$ cat src/core/iap_consts.svh
// Summary of operation
// - unlock mode 110 plus trigger bit set starts the internal unlock timer
// - key bytes 00H 0DH C3H low, then 04H 09H 40H high, in order
// - timer expiry clears the trigger bit whatever pattern was written
// - only a complete correct pattern enables erase/write and sets status
// - software clearing the status bit disables erase/write at once
// - 64-word 16-bit page buffer, page chosen by address bits 13 to 6
// - each low-then-high data write advances the buffer address
// - buffer address holds at the last word of the page
// - mode 001 with write-initiate erases the addressed page, then clears
// - mode 000 with write-initiate programs the buffer, then clears
// - processor stalls while write-initiate is high, about 2.2 ms
// - erase always clears an entire page
// - program writes only the loaded buffer words into one page; software keeps in page
// - mode 011, read enable, address, read-initiate; word lands in data0
// - reads need no unlock and ignore the status bit
// - erase and program only after successful unlock
// - high data byte write loads the word and increments address by one
// - status bit is set only by hardware; software one has no effect
// - read-initiate clears about three cycles later, stalling meanwhile
`ifndef IAP_CONSTS_SVH
`define IAP_CONSTS_SVH

`define IAP_MODE_WRITE   3'h0
`define IAP_MODE_ERASE   3'h1
`define IAP_MODE_READ    3'h3
`define IAP_MODE_UNLOCK  3'h6

`define IAP_KEY0 8'h00
`define IAP_KEY1 8'h0D
`define IAP_KEY2 8'hC3
`define IAP_KEY3 8'h04
`define IAP_KEY4 8'h09
`define IAP_KEY5 8'h40

`define IAP_CLK_PERIOD_NS 4
`define IAP_OP_TIME_NS     2200000
`define IAP_UNLOCK_TIME_NS 4096
`define IAP_READ_CYCLES    3

`define IAP_PAGE_WORDS 64
`define IAP_ADDR_BITS  14
`define IAP_PAGE_LSB   6

`endif

$ cat src/core/iap_pkg.sv
package iap_pkg;
    typedef enum logic [2:0] {
        ST_IDLE,
        ST_ERASE,
        ST_PROG,
        ST_READ
    } iap_state_t;
endpackage : iap_pkg

$ cat src/core/iap_flash_ctrl.sv
`include "iap_consts.svh"
`timescale 1ns/10ps
`default_nettype none
module iap_flash_ctrl #(
    parameter int OP_CYCLES     = `IAP_OP_TIME_NS / `IAP_CLK_PERIOD_NS,
    parameter int UNLOCK_CYCLES = `IAP_UNLOCK_TIME_NS / `IAP_CLK_PERIOD_NS,
    parameter int READ_CYCLES   = `IAP_READ_CYCLES
) (
    // clock and reset
    input  wire logic        clock,
    input  wire logic        rstn,
    input  wire logic        ce,
    // software register strobes and levels
    input  wire logic [2:0]  operationMode,
    input  wire logic        readEnableBit,
    input  wire logic [7:0]  wrByte,
    input  wire logic        data0LowWr,
    input  wire logic        data0HighWr,
    input  wire logic [2:0]  keyLowWr,
    input  wire logic [2:0]  keyHighWr,
    input  wire logic        addrLowWr,
    input  wire logic        addrHighWr,
    input  wire logic        unlockTriggerSet,
    input  wire logic        writeInitiateSet,
    input  wire logic        readInitiateSet,
    input  wire logic        bufferClearSet,
    input  wire logic        enableStatusClear,
    // status seen by software
    output logic             unlockTrigger,
    output logic             enableStatus,
    output logic             writeInitiate,
    output logic             readInitiate,
    output logic             bufferClear,
    output logic             cpuStall,
    output logic [15:0]      data0Out,
    output logic [13:0]      flashAddress,
    // flash array side
    output logic             arrPageErase,
    output logic             arrWordWe,
    output logic             arrRead,
    output logic [13:0]      arrAddr,
    output logic [15:0]      arrWrData,
    input  wire logic [15:0] arrRdData
);
    localparam int OCW = $clog2(OP_CYCLES + 1);
    localparam int UCW = $clog2(UNLOCK_CYCLES + 1);
    localparam int RCW = $clog2(READ_CYCLES + 1);

    // the page is streamed inside the operation time, so it must outlast it
    if (OP_CYCLES <= `IAP_PAGE_WORDS || UNLOCK_CYCLES < 1 ||
        READ_CYCLES < 2)
    begin : g_badTiming
        $error("iap_flash_ctrl: timing parameters out of range");
    end

    iap_pkg::iap_state_t state_reg;
    logic [OCW-1:0] opCnt_reg;
    logic [UCW-1:0] unlockCnt_reg;
    logic [RCW-1:0] readCnt_reg;
    logic [2:0]     keyStep_reg;
    logic           keyFail_reg;
    logic           unlockTrigger_reg;
    logic           enableStatus_reg;
    logic           writeInitiate_reg;
    logic           readInitiate_reg;
    logic           bufferClear_reg;
    logic           cpuStall_reg;
    logic [7:0]     data0Low_reg;
    logic [15:0]    data0_reg;
    logic [13:0]    addr_reg;
    logic [5:0]     wbIdx_reg;
    logic [15:0]    wbMem [`IAP_PAGE_WORDS];
    logic [`IAP_PAGE_WORDS-1:0] wbValid_reg;
    logic           arrPageErase_reg;
    logic           arrWordWe_reg;
    logic           arrRead_reg;
    logic [13:0]    arrAddr_reg;
    logic [15:0]    arrWrData_reg;

    function automatic logic [7:0] keyByte(input logic [2:0] step);
        unique case (step)
            3'h0:    keyByte = `IAP_KEY0;
            3'h1:    keyByte = `IAP_KEY1;
            3'h2:    keyByte = `IAP_KEY2;
            3'h3:    keyByte = `IAP_KEY3;
            3'h4:    keyByte = `IAP_KEY4;
            3'h5:    keyByte = `IAP_KEY5;
            default: keyByte = 8'hFF;
        endcase
    endfunction : keyByte

    // low registers one to three come first, then the high ones
    function automatic logic [2:0] keySlot(input logic [2:0] lo,
                                           input logic [2:0] hi);
        keySlot = 3'h7;
        for (int i = 2; i >= 0; i--)
        begin
            if (hi[i])
                keySlot = 3'(3 + i);
        end
        for (int i = 2; i >= 0; i--)
        begin
            if (lo[i])
                keySlot = 3'(i);
        end
    endfunction : keySlot

    logic busy;
    logic keyWrite;
    logic keyMatch;
    logic keyGood;
    logic loadWord;
    logic wrAccept;
    logic rdAccept;
    logic opDone;
    logic rdDone;
    logic [2:0] slot;

    // the processor is stalled while busy, so its strobes are dropped
    assign busy     = writeInitiate_reg | readInitiate_reg;
    assign keyWrite = !busy && ((|keyLowWr) || (|keyHighWr));
    assign slot     = keySlot(keyLowWr, keyHighWr);
    assign keyMatch = slot == keyStep_reg && wrByte == keyByte(keyStep_reg);
    // late keys never count: the trigger is gone once the timer ends
    assign keyGood  = keyWrite && unlockTrigger_reg && !keyFail_reg &&
                      keyMatch && keyStep_reg == 3'h5;
    assign loadWord = !busy && data0HighWr;
    assign wrAccept = !busy && writeInitiateSet && enableStatus_reg &&
                      (operationMode == `IAP_MODE_WRITE ||
                       operationMode == `IAP_MODE_ERASE);
    assign rdAccept = !busy && readInitiateSet && readEnableBit &&
                      operationMode == `IAP_MODE_READ;
    assign opDone   = opCnt_reg == OCW'(OP_CYCLES - 1);
    assign rdDone   = readCnt_reg == '0;

    // unlock trigger and its timer
    always_ff @(posedge clock or negedge rstn)
    begin
        if (!rstn) begin
            unlockTrigger_reg <= 1'b0;
            unlockCnt_reg     <= '0;
        end else if (ce) begin
            if (unlockTrigger_reg) begin
                unlockCnt_reg <= unlockCnt_reg - 1'b1;
                if (unlockCnt_reg == UCW'(1))
                    unlockTrigger_reg <= 1'b0;
            end else if (unlockTriggerSet && !busy &&
                         operationMode == `IAP_MODE_UNLOCK) begin
                unlockTrigger_reg <= 1'b1;
                unlockCnt_reg     <= UCW'(UNLOCK_CYCLES);
            end
        end
    end

    // key pattern tracking
    always_ff @(posedge clock or negedge rstn)
    begin
        if (!rstn) begin
            keyStep_reg <= 3'h0;
            keyFail_reg <= 1'b0;
        end else if (ce) begin
            if (!unlockTrigger_reg) begin
                keyStep_reg <= 3'h0;
                keyFail_reg <= 1'b0;
            end else if (keyWrite) begin
                if (keyMatch && keyStep_reg != 3'h5)
                    keyStep_reg <= keyStep_reg + 3'h1;
                else if (!keyMatch)
                    keyFail_reg <= 1'b1;
            end
        end
    end

    // enable status: the hardware set wins over a software clear
    always_ff @(posedge clock or negedge rstn)
    begin
        if (!rstn)
            enableStatus_reg <= 1'b0;
        else if (ce) begin
            if (keyGood)
                enableStatus_reg <= 1'b1;
            else if (enableStatusClear && !busy)
                enableStatus_reg <= 1'b0;
        end
    end

    // address pair and data0
    always_ff @(posedge clock or negedge rstn)
    begin
        if (!rstn) begin
            addr_reg     <= '0;
            data0Low_reg <= 8'h00;
            data0_reg    <= 16'h0000;
        end else if (ce) begin
            if (state_reg == iap_pkg::ST_READ && rdDone)
                data0_reg <= arrRdData;
            else if (!busy && data0LowWr) begin
                data0Low_reg      <= wrByte;
                data0_reg[7:0]    <= wrByte;
            end else if (!busy && data0HighWr)
                data0_reg[15:8] <= wrByte;
            if (!busy && addrLowWr)
                addr_reg[7:0] <= wrByte;
            else if (!busy && addrHighWr)
                addr_reg[13:8] <= wrByte[5:0];
            else if (loadWord)
                addr_reg <= addr_reg + 14'h1;
        end
    end

    // page write buffer
    always_ff @(posedge clock or negedge rstn)
    begin
        if (!rstn) begin
            wbIdx_reg       <= 6'h00;
            wbValid_reg     <= '0;
            bufferClear_reg <= 1'b0;
        end else if (ce) begin
            if (bufferClear_reg) begin
                wbValid_reg     <= '0;
                bufferClear_reg <= 1'b0;
            end else if (bufferClearSet && !busy)
                bufferClear_reg <= 1'b1;
            if (!busy && addrLowWr)
                wbIdx_reg <= wrByte[5:0];
            else if (loadWord) begin
                wbValid_reg[wbIdx_reg] <= 1'b1;
                if (wbIdx_reg != 6'(`IAP_PAGE_WORDS - 1))
                    wbIdx_reg <= wbIdx_reg + 6'h1;
            end
        end
    end

    // storage array has no reset; valid bits qualify it
    always_ff @(posedge clock)
    begin
        if (ce && loadWord)
            wbMem[wbIdx_reg] <= {wrByte, data0Low_reg};
    end

    // operation sequencer
    always_ff @(posedge clock or negedge rstn)
    begin
        if (!rstn) begin
            state_reg         <= iap_pkg::ST_IDLE;
            opCnt_reg         <= '0;
            readCnt_reg       <= '0;
            writeInitiate_reg <= 1'b0;
            readInitiate_reg  <= 1'b0;
            cpuStall_reg      <= 1'b0;
            arrPageErase_reg  <= 1'b0;
            arrWordWe_reg     <= 1'b0;
            arrRead_reg       <= 1'b0;
            arrAddr_reg       <= '0;
            arrWrData_reg     <= 16'h0000;
        end else if (ce) begin
            arrPageErase_reg <= 1'b0;
            arrWordWe_reg    <= 1'b0;
            arrRead_reg      <= 1'b0;
            unique case (state_reg)
                iap_pkg::ST_IDLE:
                begin
                    opCnt_reg <= '0;
                    if (wrAccept) begin
                        writeInitiate_reg <= 1'b1;
                        cpuStall_reg      <= 1'b1;
                        arrAddr_reg       <= {addr_reg[13:6], 6'h00};
                        if (operationMode == `IAP_MODE_ERASE) begin
                            state_reg        <= iap_pkg::ST_ERASE;
                            arrPageErase_reg <= 1'b1;
                        end else
                            state_reg <= iap_pkg::ST_PROG;
                    end else if (rdAccept) begin
                        state_reg        <= iap_pkg::ST_READ;
                        readInitiate_reg <= 1'b1;
                        cpuStall_reg     <= 1'b1;
                        readCnt_reg      <= RCW'(READ_CYCLES - 1);
                        arrRead_reg      <= 1'b1;
                        arrAddr_reg      <= addr_reg;
                    end
                end
                iap_pkg::ST_ERASE, iap_pkg::ST_PROG:
                begin
                    opCnt_reg <= opCnt_reg + 1'b1;
                    // the whole page is streamed, untouched words skipped
                    if (state_reg == iap_pkg::ST_PROG &&
                        opCnt_reg < OCW'(`IAP_PAGE_WORDS)) begin
                        arrWordWe_reg <= wbValid_reg[opCnt_reg[5:0]];
                        arrAddr_reg   <= {addr_reg[13:6], opCnt_reg[5:0]};
                        arrWrData_reg <= wbMem[opCnt_reg[5:0]];
                    end
                    if (opDone) begin
                        state_reg         <= iap_pkg::ST_IDLE;
                        writeInitiate_reg <= 1'b0;
                        cpuStall_reg      <= 1'b0;
                    end
                end
                iap_pkg::ST_READ:
                begin
                    readCnt_reg <= readCnt_reg - 1'b1;
                    if (rdDone) begin
                        state_reg        <= iap_pkg::ST_IDLE;
                        readInitiate_reg <= 1'b0;
                        cpuStall_reg     <= 1'b0;
                    end
                end
            endcase
        end
    end

    assign unlockTrigger = unlockTrigger_reg;
    assign enableStatus  = enableStatus_reg;
    assign writeInitiate = writeInitiate_reg;
    assign readInitiate  = readInitiate_reg;
    assign bufferClear   = bufferClear_reg;
    assign cpuStall      = cpuStall_reg;
    assign data0Out      = data0_reg;
    assign flashAddress  = addr_reg;
    assign arrPageErase  = arrPageErase_reg;
    assign arrWordWe     = arrWordWe_reg;
    assign arrRead       = arrRead_reg;
    assign arrAddr       = arrAddr_reg;
    assign arrWrData     = arrWrData_reg;
endmodule : iap_flash_ctrl
`default_nettype wire

$ cat config.mk
export PLATFORM = sky130hd
export DESIGN_NAME = iap_flash_ctrl
export DESIGN_NICKNAME = d
export VERILOG_FILES = /design/src/core/iap_pkg.sv /design/src/core/iap_flash_ctrl.sv
export VERILOG_INCLUDE_DIRS = /design/src /design/src/core
export SDC_FILE = /design/constraint.sdc
export NUM_CORES = 1
export LEC_CHECK = 0
export BUFFER_PORTS_ARGS = -buffer_cell sky130_fd_sc_hd__buf_2
export CAP_MARGIN = 20
export CELL_PAD_IN_SITES_DETAIL_PLACEMENT = 1
export CELL_PAD_IN_SITES_GLOBAL_PLACEMENT = 1
export CORE_MARGIN = 8
export CORE_UTILIZATION = 30
export DETAILED_ROUTE_END_ITERATION = 8
export PLACE_DENSITY = 0.57
export SYNTH_ARGS = -nofsm -noshare
export SYNTH_HDL_FRONTEND = slang
export SYNTH_SLANG_ARGS = --single-unit
$ cat constraint.sdc
create_clock -name clock -period 3 [get_ports clock]
set_clock_uncertainty 0.05 [all_clocks]
set_input_delay 0 -clock clock [delete_from_list [all_inputs] [get_ports clock]]
set_output_delay 0 -clock clock [all_outputs]
set_load 0.005 [all_outputs]
Yosys cells after proc, flatten, opt, wreduce, memory -nomap -nowiden
Memories as Yosys holds them, arrays and structs flattened. A register that Yosys moved wholly into a read port is not among the register bits.
Cells that the tools add are included.
- bits in registers: 171
- memories: 1
- RAM bits: 1024
- reduce and logical (&&, ||, !) cells: 63
- add/sub/neg operators: 6
- bitwise logic cells: 4
- equal/unequal tests: 30
- muxes and demuxes: 75
- magnitude comparators: 4
- memories (memory ; depth ; width ; rd ports ; clocked after Yosys merged registers in ; wr ports ; RTL line ; RTL):
    wbMem ; 64 ; 16 ; 1 ; 1 ; 1 ; iap_flash_ctrl.sv:72 ; logic [15:0] wbMem [`IAP_PAGE_WORDS];
- operators by type and width (kind ; number):
    $mux W64 ; 4
    $or A64 B64 Y64 ; 1
    $mux W14 ; 4
    $pmux W8 S6 ; 1
    $mux W8 ; 5
    $pmux W20 S2 ; 1
    $mux W3 ; 11
    $mux W1 ; 29
    $pmux W14 S2 ; 1
    $logic_and A1 B1 Y1 ; 25
    $mux W6 ; 4
    $mux W11 ; 2
    $reduce_and A3 Y1 ; 7
    $add A20 B1 Y20 const B ; 1
    $eq A20 B20 Y1 const B ; 1
    $lt A20 B7 Y1 const B ; 1
    $reduce_and A4 Y1 ; 5
    $ne A2 B2 Y1 const B ; 9
    $reduce_bool A2 Y1 ; 9
    $mux W16 ; 1
    $eq A3 B2 Y1 const B ; 5
    $add A14 B1 Y14 const B ; 1
    $lt A6 B7 Y1 const B ; 2
    $eq A11 B1 Y1 const B ; 1
    29 further kinds ; 51

Longest topological paths before layout
- depth in word-level cells: 12
- depth in mapped cells: 10
- mapped depth without buffers: 8

Worst setup path after synthesis
Ideal clock, no wire load.
- kind: register to register
- start: reg wbIdx_reg[2]
- end: mem wbMem[12][0] (enable)
- period minus slack after synthesis: 2.705 ns
- setup slack: 0.295 ns
- path buffers: 1
- arrival time: 2.266 ns
- library setup time: 0.389 ns
- stages on the path, launching flop included: 5
- cell sequence: dfrtp_1 clkbuf_1 nor3b_1 nand2_1 nor2_1
- RTL lines (what ; RTL line ; RTL):
    start, declared ; iap_flash_ctrl.sv:71 ; logic [5:0] wbIdx_reg;
    start signal, assigned ; iap_flash_ctrl.sv:225 ; wbIdx_reg <= wrByte[5:0];
    start signal, assigned ; iap_flash_ctrl.sv:229 ; wbIdx_reg <= wbIdx_reg + 6'h1;
    end, declared ; iap_flash_ctrl.sv:72 ;
No word-level cell before the write port.

Worst setup path in the final report
- start: reg opCnt_reg[1]
- end: reg arrWrData_reg[10], in the netlist arrWrData[10] (read register of wbMem)
- word-level cells in the longest chain between the ends: 3
- ends and longest elaborated chain (what ; RTL line ; RTL):
    start, declared ; iap_flash_ctrl.sv:57 ; logic [OCW-1:0] opCnt_reg;
    start signal, assigned ; iap_flash_ctrl.sv:284 ; opCnt_reg <= opCnt_reg + 1'b1;
    $lt A20 B7 Y1 ; iap_flash_ctrl.sv:287 ; opCnt_reg < OCW'(`IAP_PAGE_WORDS)) begin
    $logic_and A1 B1 Y1 ; iap_flash_ctrl.sv:286 ; if (state_reg == iap_pkg::ST_PROG &&
    $reduce_and A3 Y1 (no line) ; - ;
    end, declared ; iap_flash_ctrl.sv:78 ; logic [15:0] arrWrData_reg;
Parallel ways exist; a longest one is shown, timed or not.
A chain may end at the register's enable or synchronous reset.

==> metrics.md <==
| Metric | Value |
|---|---|
| Status | finished clean |
| H-tree depth | 4 |
| Synth cell types | approximately 70 |
| Syn Nets | 2774 |
| Worst setup margin | 0.0462 ns |
| Syn Area/Cell | ~18 um^2 |
| Vias in the first global route | 29498 |
| Fin crit period | 2.95 ns |
| CTS Buf Count | 130 |
| Post-Syn Instances | roughly 2700 |
| Die width | between 400 and 500 um |
| Gpl congestion | 0.846 |
| Routed vias | around 28000 |
| # DRC | 0 |
| Core area | 160000 um^2 |
| Longest Clk Path Bufs | 3 |
| Clock transition at the registers of the reported paths | 0.07 ns |
| Total gr overflow | 0 |
| Final setup viols | 0 |
| Peak VDD IR | 543 uV |
| CTS sink cnt | 1210 |
| Max FFs per register | 1024 |
| Total power | 0.0492 W |
| F_max | roughly 340 MHz |
| Setup Crit Path Kind | reg2reg |
| CTS tree | done |
| CTS root buf | clkbuf_16 |
| Insertion delay to the later sink of the worst-skew pair | 0.77 ns |
| Ys flop type | edfxtp_1 |
| First-pass GRT wire length | 214 mm |
| Max-cap violations | 0 |
| Initial Utilization | 30.1% |
| Synth Register Bits | between 1000 and 1500 |
| Fin nets | 3228 |
| Max FO, Critical Path | 19 |
| Synthesized cell area | 48300 um^2 |
| EDFF count, synth | between 1000 and 1500 |
| Final WL | ~150 mm |
| Die height | ~420 um |
| Vias per cell | between 5 and 6 |
| Seq/Total Area, Yosys | 73.3% |
| Hpwl dp | 94.8 mm |
| Crit path capture type | flop |
| Dpl ws | -0.0697 ns |
| # fillers | 16068 |
| Worst Max-Slew Pin Slew | between 1 and 1.5 ns |
| Hold Crit Class | in2reg |
| CP startpoint kind | flop |
| Rows | 147 |
| Power Density | 841 nW/um^2 |
| Antenna-violating nets left | 0 |
| Ports | between 100 and 150 |
| Routed wire length per instance | 27.2 um |
| Syn-to-layout area delta | 21.0% |
| Slew HR | 25.4% |
| FFs w/ async S/R, synth | 15.4% |
| Port-buffer cells | 114 |
| Layout cells sized above 1 | between 20% and 30% |
| Die footprint | 174000 um^2 |
| RSZ-0062 raised after global routing | no |
| Initial antenna violation count | 6 |
| Critical Path RT | 3.58 ns |
| Initial DRC count | 2304 |
| Yosys Warn Count | 0 |
| First-pass DRT Iterations | 6 |
| Final Hold Fails | 0 |
| Critical path data arrival time | roughly 3.5 ns |
| P_leak | 19.5 nW |
| Max-slew violation total from the final report | 0 |
| Tcrit/Tclk final | 98.5% |
| Global-route usage over all layers | between 10% and 20% |
| Largest net degree at the start of global routing | 73 |
worst max-delay path, cell delays in order (launching register included):
cell and delay (ns):
dfrtp_4 0.62, buf_12 0.26, buf_4 0.21, buf_4 0.17, mux4_2 0.34, a22o_1 0.30
a221oi_1 0.47, nor3b_1 0.12, a21oi_1 0.15, a31oi_1 0.11
layer usage:
metal  global-route usage [%]  vias up  part of all wire [%]
li1                         -    11883                     -
met1                     22.8    15005                    44
met2                     27.1      750                    48
met3                     3.03      191                   5.2
met4                     5.21        4                   2.8
met5                        0        -                 0.020
cells by family (layout without fill, tap and decap cells):
family	count (synthesis)	after routing	share of synthesized area, %
compound gates	451	451	6.29
xor+xnor	19	19	0.345
fa+ha+maj	15	15	0.389
buf+inv	167	723	1.50
flops	1210	1210	73.3
mux	362	362	13.4
other cells	0	3	0
simple gates	489	489	4.77
repair_timing:
action | in CTS | in global routing
endpoints found under the hold margin | 453 | 0
setup endpoints to repair | 2 | 14
hold buffers | 97 | 0
pin swaps | 0 | 1
buffers inserted | 3 | 1
resized for setup | 0 | 3
where the power goes:
| group | total [W] | internal (W) | switching (W) |
|---|---|---|---|
| Sequential | 0.0213 | 0.0200 | 0.00137 |
| Clock | 0.0155 | 0.00867 | 0.00685 |
| Combinational | 0.0123 | 0.00532 | 0.00698 |
| Total | 0.0492 | 0.0340 | 0.0152 |
path summary, 6_finish.rpt:
kind	from	to	slack, ns	depth (start not counted)
max reg2reg	opCnt_reg[1]	arrWrData[10]	0.05	9
min	operationMode[0]	state_reg[1]	0.06	5
max in group asynchronous	rstn	data0Low_reg[3]	2.13	4
min reg2reg	wbValid_reg[54]	wbValid_reg[54]	0.42	2
max	opCnt_reg[1]	arrWrData[10]	0.05	9
min in group asynchronous	rstn	wbValid_reg[47]	0.32	4
layout make-up:
cell class                 instances  area (um^2)  share of cell area, %
multi-input combinational       1336        12200                   20.9
clock inverter                    66          607                   1.04
sequential                      1210        35400                   60.6
clock buffer                     168         3460                   5.91
tap                             2160         2700                   4.62
inverter                          21         78.8                  0.135
antenna                            3         7.51                 0.0128
timing repair buffer             468         3940                   6.74
through the flow:
stage / hold WS (ns) / TNS, ns / cells / cell area, um^2 / utilization [%]
global route: 0.0829 / 0 / 5430 / 58400 / 36.5
floorplan: -0.346 / 0 / 2713 / 48300 / -
CTS: 0.0181 / 0 / 5428 / 58400 / 36.5
finish: 0.0562 / 0 / 5432 / 58500 / 36.5
global placement: 0.0640 / -0.0654 / 5094 / 53400 / 33.3
detailed placement: 0.0545 / -0.0766 / 5094 / 53400 / 33.3
placed cells by master (no fill, tap or decap), types with 34 or more instances in the layout:
| cell | instances |
|---|---|
| a21oi_1 | 68 |
| a22o_1 | 46 |
| a22oi_1 | 101 |
| buf_12 | 34 |
| buf_2 | 107 |
| buf_4 | 229 |
| clkbuf_16 | 130 |
| dfrtp_1 | 175 |
| dlygate4sd3_1 | 96 |
| edfxtp_1 | 1024 |
| mux2i_1 | 114 |
| mux4_2 | 225 |
| nand2_1 | 147 |
| nand3_1 | 51 |
| nor2_1 | 126 |
| o21ai_0 | 107 |
Yosys cell counts, types with 12 or more instances:
library cell	number	share of area (%)
nand2b_1	12	0.16
or3_1	15	0.19
ha_1	15	0.39
inv_1	19	0.15
nor2_1	149	1.2
nor3_1	12	0.12
nand4_1	19	0.25
mux2i_1	114	2.4
mux2_2	13	0.30
edfxtp_1	1024	64
o21ai_0	107	1.1
mux4_2	225	10
and2_1	15	0.19
clkbuf_1	74	0.58
buf_1	13	0.10
buf_2	51	0.53
nand2_1	148	1.2
a22o_1	46	0.83
a31oi_1	16	0.21
a22oi_1	101	1.6
nand3_1	51	0.53
dfrtp_1	186	9.6
o22ai_1	16	0.21
a221oi_1	26	0.47
a21oi_1	70	0.73
o211ai_1	15	0.23
No activity file was read; power rests on OpenSTA's default activity.
